[src/fp_ctx_cfg.svh]
// Offsets, field positions and reset values of the floating-point context register bank
`ifndef FP_CTX_CFG_SVH
`define FP_CTX_CFG_SVH
`define OFS_CTX_CONTROL 4'h0
`define OFS_CTX_ADDRESS 4'h1
`define OFS_STATUS_CTRL 4'h2
`define OFS_DEFAULT_SC 4'h3
`define OFS_COPROC_ACC 4'h4
`define OFS_CTX_STATE 4'h5
`define BIT_SPLIM 9
`define BIT_DEBUG_MONITOR_READY 8
`define BIT_SECURE_FAULT_READY 7
`define BIT_BUS_FAULT_READY 6
`define BIT_MEM_MANAGE_READY 5
`define BIT_HARD_FAULT_READY 4
`define BIT_THREAD 3
`define BIT_SEC 2
`define BIT_USER 1
`define BIT_LAZY 0
`define BIT_TS 26
`define CTX_TS_RESET 1'b0
`define SC_FLAGS_MASK 32'hF000_0000
`define SC_CTRL_MASK 32'h07C0_0000
`define SC_STICKY_MASK 32'h0000_009F
`define ADDR_MASK 32'hFFFF_FFF8
`define COPROC_ACCESS_CONTROL_FP_MASK 32'h00F0_0000
`define ZERO_WORD 32'h0000_0000
`endif

[src/fp_ctx_pkg.sv]
// Types shared by the floating-point context register bank
package fp_ctx_pkg;
  typedef struct packed {
    logic alloc;       // Frame allocation event
    logic thread;      // Thread mode at allocation
    logic unpriv;      // Unprivileged at allocation
    logic mon_rdy;
    logic sf_rdy;
    logic bf_rdy;
    logic mm_rdy;
    logic hf_rdy;
    logic splim;       // Stack limit violated
    logic [31:0] addr; // Reserved frame space
  } frame_event_t;
  typedef struct packed {
    logic fp_exec;     // Floating-point instruction executed
    logic cmp_valid;   // Comparison result valid
    logic [3:0] nzcv;
    logic [4:0] exc;   // Inexact, underflow, overflow, divide-zero, invalid
    logic denorm;      // Input denormal
    logic new_ctx;     // New context created
    logic lazy_done;   // Lazy preservation finished
  } fp_event_t;
  typedef enum logic [1:0] { idle_st, wait_st } bus_state_t;
endpackage

[src/fp_context_status_regs.sv]
// Floating-point context, address and status control registers on Avalon-MM
//
// Our own choices: the register offsets and register access over Avalon-MM.
`timescale 1ns/1ps
`include "fp_ctx_cfg.svh"
// Overview of operation
// - Stack-limit violation set suppresses preservation memory accesses.
// - Suppressed secure preservation with treat-as-secure still zeroes the registers.
// - Debug-monitor-ready records pend ability; hidden from Non-secure when secure monitor enabled.
// - Secure-fault-ready is read zero, write ignored from Non-secure.
// - Bus and hard fault ready hidden from Non-secure unless fault target bit set.
// - Mem-manage-ready records pend ability at frame allocation.
// - Thread bit captures mode at allocation: 0 handler, 1 thread.
// - User bit captures privilege at allocation: 0 privileged, 1 unprivileged.
// - Limit, mem-manage, mode, privilege, lazy bits banked; other ready bits shared.
// - Security bit tracks context owner; hidden from Non-secure.
// - Lazy bit shows whether lazy preservation is active.
// - Address register holds bits 31:3; bits 2:0 read zero.
// - Address and default status registers banked per security state.
// - One status control register shared by both states.
// - Comparisons update the four condition flags.
// - Bit 26 selects alternative half-precision format.
// - Bit 25 selects default NaN.
// - Bit 24 enables flush to zero.
// - Bits 23:22 select rounding mode.
// - Sticky exception bits set on exception, cleared only by software zero.
// - New context loads control fields from the default register.
// - Unit starts disabled; coprocessor access bits 20-23 enable it, privileged only.
// - Treat-as-secure clear means callee-saved registers never pushed.
module fp_context_status_regs
  import fp_ctx_pkg::*;
(
  input wire logic i_clock,
  input wire logic i_srst,
  input wire logic [3:0] i_address,
  input wire logic i_read,
  input wire logic i_write,
  input wire logic [31:0] i_writedata,
  input wire logic [3:0] i_byteenable,
  input wire logic i_secure,
  input wire logic i_privileged,
  input wire logic i_core_secure,
  input wire logic i_secure_debug_monitor_enable,
  input wire logic i_fault_nonsecure_target_bit,
  input wire logic i_lazy_activate,
  input wire frame_event_t i_frame,
  input wire fp_event_t i_fp,
  output logic o_waitrequest,
  output logic [31:0] o_readdata,
  output logic [1:0] o_response,
  output logic o_fp_enabled,
  output logic o_skip_preserve_mem,
  output logic o_zero_fp_regs,
  output logic o_push_callee_regs,
  output logic o_alt_half_precision,
  output logic o_default_nan_enable,
  output logic o_flush_to_zero_enable,
  output logic [1:0] o_rounding_select
);
  // Banked state, index 1 is Secure
  logic [1:0] splim;
  logic [1:0] mm_rdy;
  logic [1:0] thread;
  logic [1:0] unpriv;
  logic [1:0] lazy;
  logic [31:0] ctx_addr [2];
  logic [31:0] dflt_sc [2];
  // Shared state
  logic mon_rdy;
  logic sf_rdy;
  logic bf_rdy;
  logic hf_rdy;
  logic ctx_sec;
  logic treat_as_secure;
  logic [31:0] status_ctrl;
  logic [31:0] coproc_acc;
  bus_state_t state;
  logic [31:0] next_readdata;

  // Bus decode
  wire logic bank = i_secure;
  wire logic acc = (i_read | i_write) && state == idle_st;
  wire logic mapped = i_address <= `OFS_CTX_STATE;
  wire logic done = (i_read | i_write) && state == wait_st; // Acknowledge cycle
  wire logic wr = done && i_write && mapped; // Writes land only while waitrequest is low
  wire logic [31:0] bmask = {{8{i_byteenable[3]}}, {8{i_byteenable[2]}}, {8{i_byteenable[1]}}, {8{i_byteenable[0]}}};
  wire logic wr_ctl = wr && i_address == `OFS_CTX_CONTROL;
  wire logic wr_addr = wr && i_address == `OFS_CTX_ADDRESS;
  wire logic wr_sc = wr && i_address == `OFS_STATUS_CTRL;
  wire logic wr_dsc = wr && i_address == `OFS_DEFAULT_SC;
  wire logic wr_cpa = wr && i_address == `OFS_COPROC_ACC && i_privileged;
  wire logic [31:0] wd = i_writedata & bmask;
  wire logic lo_en = i_byteenable[0];
  wire logic hi_en = i_byteenable[1];
  wire logic ts_en = i_byteenable[3];
  // Visibility of shared fault-ready bits
  wire logic mon_vis = i_secure | ~i_secure_debug_monitor_enable;
  wire logic sf_vis = i_secure;
  wire logic bf_vis = i_secure | i_fault_nonsecure_target_bit;
  wire logic [31:0] ctl_view = {5'h00, treat_as_secure & i_secure, 16'h0000, splim[bank],
    mon_rdy & mon_vis, sf_rdy & sf_vis, bf_rdy & bf_vis, mm_rdy[bank],
    hf_rdy & bf_vis, thread[bank], ctx_sec & i_secure, unpriv[bank], lazy[bank]};
  // Event-side outputs
  wire logic cbank = i_core_secure;
  assign o_skip_preserve_mem = splim[cbank];
  assign o_zero_fp_regs = splim[cbank] & ctx_sec & treat_as_secure & lazy[cbank];
  assign o_push_callee_regs = treat_as_secure & ctx_sec & ~splim[cbank];
  assign o_fp_enabled = (coproc_acc & `COPROC_ACCESS_CONTROL_FP_MASK) == `COPROC_ACCESS_CONTROL_FP_MASK;
  assign o_alt_half_precision = status_ctrl[26];
  assign o_default_nan_enable = status_ctrl[25];
  assign o_flush_to_zero_enable = status_ctrl[24];
  assign o_rounding_select = status_ctrl[23:22];
  assign o_waitrequest = (i_read | i_write) && state == idle_st;

  // Read data selection
  always_comb begin
    case (i_address)
      `OFS_CTX_CONTROL: next_readdata = ctl_view;
      `OFS_CTX_ADDRESS: next_readdata = ctx_addr[bank] & `ADDR_MASK;
      `OFS_STATUS_CTRL: next_readdata = status_ctrl;
      `OFS_DEFAULT_SC: next_readdata = dflt_sc[bank] & `SC_CTRL_MASK;
      `OFS_COPROC_ACC: next_readdata = i_privileged ? coproc_acc : `ZERO_WORD;
      `OFS_CTX_STATE: next_readdata = {31'h0000_0000, o_fp_enabled};
      default: next_readdata = `ZERO_WORD;
    endcase
  end

  // Bus handshake: one wait cycle, then answer
  always_ff @(posedge i_clock) begin
    if (i_srst) begin
      state <= idle_st;
      o_readdata <= `ZERO_WORD;
      o_response <= 2'h0;
    end else begin
      case (state)
        idle_st: if (acc) begin
          state <= wait_st;
          o_readdata <= i_read ? next_readdata : `ZERO_WORD;
          o_response <= mapped ? 2'h0 : 2'h2;
        end
        wait_st: state <= idle_st;
        default: state <= idle_st;
      endcase
    end
  end

  // Banked context bits, hardware capture wins over software
  for (genvar b = 0; b < 2; b++) begin : g_bank
    wire logic sel = (cbank == 1'(b));
    wire logic swr = wr_ctl && bank == 1'(b) && lo_en;
    always_ff @(posedge i_clock) begin
      if (i_srst) begin
        splim[b] <= 1'b0;
        mm_rdy[b] <= 1'b0;
        thread[b] <= 1'b0;
        unpriv[b] <= 1'b0;
        lazy[b] <= 1'b0;
        ctx_addr[b] <= `ZERO_WORD;
        dflt_sc[b] <= `ZERO_WORD;
      end else begin
        if (sel && i_frame.alloc) begin
          splim[b] <= i_frame.splim;
          mm_rdy[b] <= i_frame.mm_rdy;
          thread[b] <= i_frame.thread;
          unpriv[b] <= i_frame.unpriv;
          ctx_addr[b] <= i_frame.addr & `ADDR_MASK;
        end else if (swr) begin
          mm_rdy[b] <= wd[`BIT_MEM_MANAGE_READY];
          thread[b] <= wd[`BIT_THREAD];
          unpriv[b] <= wd[`BIT_USER];
        end
        if (!(sel && i_frame.alloc) && wr_ctl && bank == 1'(b) && hi_en) begin
          splim[b] <= wd[`BIT_SPLIM];
        end
        if (sel && (i_lazy_activate || i_frame.alloc)) begin
          lazy[b] <= 1'b1;
        end else if (sel && i_fp.lazy_done) begin
          lazy[b] <= 1'b0;
        end else if (swr) begin
          lazy[b] <= wd[`BIT_LAZY];
        end
        if (wr_addr && bank == 1'(b) && !(sel && i_frame.alloc)) begin
          ctx_addr[b] <= ((ctx_addr[b] & ~bmask) | wd) & `ADDR_MASK;
        end
        if (wr_dsc && bank == 1'(b)) begin
          dflt_sc[b] <= ((dflt_sc[b] & ~bmask) | wd) & `SC_CTRL_MASK;
        end
      end
    end
  end

  // Shared context bits and coprocessor access
  always_ff @(posedge i_clock) begin
    if (i_srst) begin
      mon_rdy <= 1'b0;
      sf_rdy <= 1'b0;
      bf_rdy <= 1'b0;
      hf_rdy <= 1'b0;
      ctx_sec <= 1'b0;
      treat_as_secure <= `CTX_TS_RESET;
      coproc_acc <= `ZERO_WORD;
    end else begin
      if (i_frame.alloc) begin
        mon_rdy <= i_frame.mon_rdy;
        sf_rdy <= i_frame.sf_rdy;
        bf_rdy <= i_frame.bf_rdy;
        hf_rdy <= i_frame.hf_rdy;
      end else if (wr_ctl && lo_en) begin
        if (mon_vis && hi_en) mon_rdy <= wd[`BIT_DEBUG_MONITOR_READY];
        if (sf_vis) sf_rdy <= wd[`BIT_SECURE_FAULT_READY];
        if (bf_vis) bf_rdy <= wd[`BIT_BUS_FAULT_READY];
        if (bf_vis) hf_rdy <= wd[`BIT_HARD_FAULT_READY];
      end
      if (i_lazy_activate || i_fp.fp_exec) begin
        ctx_sec <= i_core_secure;
      end else if (wr_ctl && i_secure && lo_en) begin
        ctx_sec <= wd[`BIT_SEC];
      end
      if (wr_ctl && i_secure && ts_en) begin
        treat_as_secure <= wd[`BIT_TS];
      end
      if (wr_cpa) begin
        coproc_acc <= (coproc_acc & ~bmask) | (wd & `COPROC_ACCESS_CONTROL_FP_MASK);
      end
    end
  end

  // Status control: new context load, flags, sticky exceptions
  wire logic [31:0] sc_dflt = dflt_sc[cbank] & `SC_CTRL_MASK;
  wire logic [31:0] sc_sw = ((status_ctrl & ~bmask) | wd) & (`SC_FLAGS_MASK | `SC_CTRL_MASK | `SC_STICKY_MASK);
  wire logic [31:0] sc_base = wr_sc ? sc_sw : status_ctrl;
  wire logic [31:0] sc_ctrl = i_fp.new_ctx ? sc_dflt : (sc_base & `SC_CTRL_MASK);
  wire logic [31:0] sc_flags = i_fp.cmp_valid ? {i_fp.nzcv, 28'h000_0000} : (sc_base & `SC_FLAGS_MASK);
  wire logic [31:0] sc_sticky = (sc_base & `SC_STICKY_MASK) | {24'h00_0000, i_fp.denorm, 2'b00, i_fp.exc};
  always_ff @(posedge i_clock) begin
    if (i_srst) begin
      status_ctrl <= `ZERO_WORD;
    end else begin
      status_ctrl <= sc_flags | sc_ctrl | sc_sticky;
    end
  end

  // Checks
  a_wait_one_cycle: assert property (@(posedge i_clock) disable iff (i_srst) // Bus
    (i_read | i_write) && state == idle_st |=> !o_waitrequest)
    else $error("waitrequest held too long");
  a_sticky_set: assert property (@(posedge i_clock) disable iff (i_srst)
    i_fp.exc[0] |=> status_ctrl[0])
    else $error("invalid sticky not set");
  a_sticky_hold: assert property (@(posedge i_clock) disable iff (i_srst)
    status_ctrl[4] && !wr_sc |=> status_ctrl[4])
    else $error("inexact sticky lost");
  a_new_ctx_load: assert property (@(posedge i_clock) disable iff (i_srst)
    i_fp.new_ctx |=> o_rounding_select == $past(sc_dflt[23:22]))
    else $error("rounding not loaded from default");
  a_flags_cmp: assert property (@(posedge i_clock) disable iff (i_srst)
    i_fp.cmp_valid |=> status_ctrl[31:28] == $past(i_fp.nzcv))
    else $error("flags not updated");
  a_skip_mem: assert property (@(posedge i_clock) disable iff (i_srst)
    i_frame.alloc && i_frame.splim && cbank == i_core_secure ##1 $stable(i_core_secure) |-> o_skip_preserve_mem)
    else $error("preservation not skipped");
  a_thread_cap: assert property (@(posedge i_clock) disable iff (i_srst)
    i_frame.alloc |=> thread[$past(cbank)] == $past(i_frame.thread))
    else $error("thread bit not captured");
  a_lazy_set: assert property (@(posedge i_clock) disable iff (i_srst)
    i_lazy_activate |=> lazy[$past(cbank)])
    else $error("lazy bit not set");
  a_ctx_sec: assert property (@(posedge i_clock) disable iff (i_srst)
    i_fp.fp_exec |=> ctx_sec == $past(i_core_secure))
    else $error("context owner not tracked");
  a_sf_hidden: assert property (@(posedge i_clock) disable iff (i_srst)
    acc && i_read && !i_secure && i_address == `OFS_CTX_CONTROL |=> !o_readdata[`BIT_SECURE_FAULT_READY])
    else $error("secure fault ready visible");
  a_addr_low_zero: assert property (@(posedge i_clock) disable iff (i_srst)
    ctx_addr[0][2:0] == 3'h0 && ctx_addr[1][2:0] == 3'h0)
    else $error("address low bits not zero");
  a_reset_disabled: assert property (@(posedge i_clock)
    i_srst |=> !o_fp_enabled)
    else $error("unit enabled after reset");

  // Visibility, capture, banking and reserved bit checks
  a_mon_hidden: assert property (@(posedge i_clock) disable iff (i_srst)
    acc && i_read && !i_secure && i_secure_debug_monitor_enable && i_address == `OFS_CTX_CONTROL
    |=> !o_readdata[`BIT_DEBUG_MONITOR_READY])
    else $error("monitor ready visible");
  a_fault_hidden: assert property (@(posedge i_clock) disable iff (i_srst)
    acc && i_read && !i_secure && !i_fault_nonsecure_target_bit && i_address == `OFS_CTX_CONTROL
    |=> !o_readdata[`BIT_BUS_FAULT_READY] && !o_readdata[`BIT_HARD_FAULT_READY])
    else $error("bus or hard fault ready visible");
  a_sec_hidden: assert property (@(posedge i_clock) disable iff (i_srst)
    acc && i_read && !i_secure && i_address == `OFS_CTX_CONTROL |=> !o_readdata[`BIT_SEC])
    else $error("context owner visible");
  a_mm_cap: assert property (@(posedge i_clock) disable iff (i_srst)
    i_frame.alloc |=> mm_rdy[$past(cbank)] == $past(i_frame.mm_rdy))
    else $error("mem manage ready not captured");
  a_user_cap: assert property (@(posedge i_clock) disable iff (i_srst)
    i_frame.alloc |=> unpriv[$past(cbank)] == $past(i_frame.unpriv))
    else $error("privilege not captured");
  a_splim_cap: assert property (@(posedge i_clock) disable iff (i_srst)
    i_frame.alloc |=> splim[$past(cbank)] == $past(i_frame.splim))
    else $error("limit flag not captured");
  a_shared_cap: assert property (@(posedge i_clock) disable iff (i_srst)
    i_frame.alloc |=> hf_rdy == $past(i_frame.hf_rdy) && mon_rdy == $past(i_frame.mon_rdy))
    else $error("shared ready bits not captured");
  a_lazy_clear: assert property (@(posedge i_clock) disable iff (i_srst)
    i_fp.lazy_done && !i_lazy_activate && !i_frame.alloc |=> !lazy[$past(cbank)])
    else $error("lazy bit not cleared");
  a_addr_cap: assert property (@(posedge i_clock) disable iff (i_srst)
    i_frame.alloc |=> ctx_addr[$past(cbank)] == ($past(i_frame.addr) & `ADDR_MASK))
    else $error("frame address not captured");
  a_dflt_bank: assert property (@(posedge i_clock) disable iff (i_srst)
    wr_dsc && !i_secure |=> $stable(dflt_sc[1]))
    else $error("secure default written from non-secure");
  a_sticky_denorm: assert property (@(posedge i_clock) disable iff (i_srst)
    i_fp.denorm |=> status_ctrl[7])
    else $error("denormal sticky not set");
  a_no_push_ts: assert property (@(posedge i_clock) disable iff (i_srst)
    !treat_as_secure |-> !o_push_callee_regs)
    else $error("callee registers pushed");
  a_zero_cause: assert property (@(posedge i_clock) disable iff (i_srst)
    o_zero_fp_regs |-> o_skip_preserve_mem && treat_as_secure && ctx_sec)
    else $error("registers zeroed without cause");
  a_cpa_priv: assert property (@(posedge i_clock) disable iff (i_srst)
    wr && i_address == `OFS_COPROC_ACC && !i_privileged |=> $stable(coproc_acc))
    else $error("unprivileged access field write");
  a_sc_reserved: assert property (@(posedge i_clock) disable iff (i_srst)
    (status_ctrl & ~(`SC_FLAGS_MASK | `SC_CTRL_MASK | `SC_STICKY_MASK)) == `ZERO_WORD)
    else $error("status reserved bits set");
  a_dflt_reserved: assert property (@(posedge i_clock) disable iff (i_srst)
    (dflt_sc[0] & ~`SC_CTRL_MASK) == `ZERO_WORD && (dflt_sc[1] & ~`SC_CTRL_MASK) == `ZERO_WORD)
    else $error("default reserved bits set");
  a_unmapped_resp: assert property (@(posedge i_clock) disable iff (i_srst)
    acc && !mapped |=> o_response == 2'h2)
    else $error("unmapped access not flagged");
  a_unmapped_read: assert property (@(posedge i_clock) disable iff (i_srst)
    acc && i_read && !mapped |=> o_readdata == `ZERO_WORD)
    else $error("unmapped read not zero");

  // Main scenarios
  c_read: cover property (@(posedge i_clock) disable iff (i_srst) acc && i_read ##1 !o_waitrequest);
  c_write_sc: cover property (@(posedge i_clock) disable iff (i_srst) wr_sc);
  c_alloc: cover property (@(posedge i_clock) disable iff (i_srst) i_frame.alloc && i_frame.splim);
  c_enable: cover property (@(posedge i_clock) disable iff (i_srst) $rose(o_fp_enabled));
  c_zero_regs: cover property (@(posedge i_clock) disable iff (i_srst) o_zero_fp_regs);
endmodule

[config.mk]
export PLATFORM = sky130hd
export DESIGN_NAME = fp_context_status_regs
export DESIGN_NICKNAME = d
export VERILOG_FILES = /design/src/fp_ctx_pkg.sv /design/src/fp_context_status_regs.sv
export VERILOG_INCLUDE_DIRS = /design/src
export SDC_FILE = /design/constraint.sdc
export NUM_CORES = 1
export LEC_CHECK = 0
export CORE_UTILIZATION = 65
export CTS_CLUSTER_DIAMETER = 60
export DETAILED_ROUTE_END_ITERATION = 7
export DONT_BUFFER_PORTS = 1
export PLACE_DENSITY = 0.8
export SYNTH_ARGS = -nofsm -noshare
export SYNTH_HDL_FRONTEND = slang
export SYNTH_SLANG_ARGS = --single-unit
export TNS_END_PERCENT = 20
[constraint.sdc]
create_clock -name i_clock -period 8.12 [get_ports i_clock]
set_clock_uncertainty 0.15 [all_clocks]
set_input_delay 1.624 -clock i_clock [delete_from_list [all_inputs] [get_ports i_clock]]
set_output_delay 1.624 -clock i_clock [all_outputs]
set_load 0.02 [all_outputs]
==> out/qor.csv <==
metric;value;unit
grt.overflow.total;0;
setup-violations-final;0;
synth_cells;777;
setup_tns;0;ns
synth_top_family_by_area;compound AO/OA/AOI/OAI gates;
dp_hpwl;13600;microns
synth_xor_area_share;0;%
async_flop_share;0;%
grt_max_degree;65;
status;finished, violations left;
max_cap_violations;0;
cp_slowest_stage_delay;0.81;ns
die_height;112.0;microns
start_kind;input pin;
cp.required;6.35;ns
drc;6;
p_sw_share;21.86;%
start_util;67.74;%
nets;843;
yosys.cell_types.count;63;
antenna_found_initial;0;
synth_flop_cell;dfxtp_1;
ir_worst_vdd;0.1354;mV
synthMuxAreaShare;11.80;%
first_iter_violations;509;
clock_path_buffers;2;
diodes;0;
synth-compound-area-share;16.70;%
drtPass1Iterations;8;
std_cell_rows;39;
cts_tree;built;
grt_pass1_wl;32570;microns
worst_ep_arrival_time;2.76;ns
crit_chain;mux2_2, nor3b_1;
fmax;0.2205;GHz
finalCriticalPeriod;4.535;ns
endpoint_kind;primary output;
groute.usage.overall;33.99;%
yosys.area_share.simple;16.59;%
numCtsBuffers;17;
avgSynthCellArea;10.13;sq um
cts_hold_buf;0;
power;0.001774;W
rsz0062_at_grt;false;
cts-resized-gates;0;
hp-class;reg2reg;
yosysMostFrequentCell;dfxtp_1;
synth_area;7868;sq um
grt_pass1_vias;6212;
crit_buf_inv;0;
cp_top_family;simple AND/OR/NAND/NOR gates;
viasPerCell;6.964;
p_int;0.001386;W
htree_levels;4;
slew_headroom;15.32;%
yosysSeqAreaShare;50.64;%
final_cell_area;8361;sq um
synth-edff-count;68;
io_buffer_count;0;
slew_violations;0;
ys_seq_elements;165;
drive_above_1_share;6.791;%
p_leak;3.155;nW
min_period_over_period;55.84;%
fill_cells;885;
cts.reportedPaths.clkPinSlew;0.06;ns
yosys_warnings;0;
final-hold-violation-count;0;
post_cts_buffers;0;
criticalPathCategory;in2out;
place_inst;862;
seq_power_share;51.7;%
placeableCoreArea;11610;sq um
cts_root_buffer;clkbuf_16;
tightestPinTransition;1.264;ns
violations;DRC;
power_switching;0.0003878;W
vias;6226;
fin_cells;894;
dpl-instance-area;7814;sq um
wire_per_inst;23.26;microns
synthDominantCellAreaShare;25.95;%
yosys.area_share.adder;0;%
die-width;112.0;microns
place_congestion;0.8431;
io_pins;149;
ys_top_cells_by_count;dfxtp_1, mux2i_1, nand2_1, edfxtp_1, o21ai_0;
worst-path-max-fanout;14;
p_comb_share;6.2;%
synthToLayoutAreaGrowth;6.266;%
syn-num-nets;882;
wl;20790;microns
final_antenna_net_count;0;
synth.area.top_cells;edfxtp_1, dfxtp_1, mux2i_1;
p_clk_share;42.1;%
cts_num_sinks;165;
crit_slowest_cell;nor3b_1;
p_per_area;212.2;nW/um^2
dieArea;12550;sq um
clk_latency;0.42;ns
yosysTopAreaCell;edfxtp_1;
-- kinds of logic after synthesis --
kind of cell,count (synthesis)
AOI/OAI and AO/OA,194
buffers and inverters,73
DFF,165
muxes,92
other,1
and+or+nand+nor,252
-- layout make-up --
cell class,count,area [sq um],share of cell area [%]
Timing Repair Buffer,8,60.06,0.7183
Clock inverter,4,17.52,0.2095
Sequential cell,165,3984,47.65
Clock buffer,28,529.3,6.330
Inverter,7,26.28,0.3143
Tap cell,143,178.9,2.140
Multi-Input combinational cell,539,3565,42.64
-- path summary, 6_finish.rpt --
kind,from,to,slack [ns],depth (start not counted)
worst max-delay path,i_core_secure,o_zero_fp_regs,3.59,2
worst min-delay path,coproc_acc[6]$_SDFFE_PP0P_,coproc_acc[6]$_SDFFE_PP0P_,0.31,1
worst max register to register,state[0]$_SDFFE_PP0P_,coproc_acc[4]$_SDFFE_PP0P_,5.73,4
worst min register to register,coproc_acc[6]$_SDFFE_PP0P_,coproc_acc[6]$_SDFFE_PP0P_,0.31,1
-- per-stage QoR --
stage | hold WS [ns] | utilization, % | setup WS [ns]
after floorplan | 0.2745 | - | 3.506
after global placement | 0.2868 | 67.28 | 3.633
after detailed placement | 0.2918 | 67.28 | 3.646
after CTS | 0.3055 | 71.99 | 3.640
after global routing | 0.3181 | 71.99 | 3.601
final | 0.3114 | 71.99 | 3.585
-- layer usage --
| layer | vias up | track usage [%] | share of wire, % |
|---|---|---|---|
| met3 | 48 | 8.747 | 10 |
| li1 | 2805 | - | - |
| met4 | 0 | 14.93 | 3.3 |
| met5 | - | 0 | 0 |
| met2 | 337 | 57.27 | 49 |
| met1 | 3036 | 41.39 | 37 |
-- cell usage in the layout, fill, tap and decap left out, drive strengths merged, types with 6 or more instances in the layout --
cell    netlist  final
o22ai         8      8
a211oi       14     14
dfxtp        97     97
buf          28      8
mux2          6      6
nand2b       15     15
nor3         31     31
a32o         27     27
clkbuf       38     28
nand2        75     75
nor2         49     49
and3          7      7
edfxtp       68     68
a21oi        39     39
mux2i        86     86
a221oi       13     13
o21ai        62     62
inv           7      7
and2         34     34
-- power by group through the flow --
| stage | Combinational (W) | Clock (W) | Sequential (W) |
|---|---|---|---|
| global route | 0.000119 | 0.000780 | 0.000920 |
| global placement | 0.000104 | 0 | 0.000932 |
| floorplan | 0.000108 | 0 | 0.000928 |
| detailed placement | 0.000108 | 0 | 0.000934 |
| CTS | 0.000109 | 0.000747 | 0.000917 |
| finish | 0.000110 | 0.000747 | 0.000917 |
(Power assumes the default switching activity.)
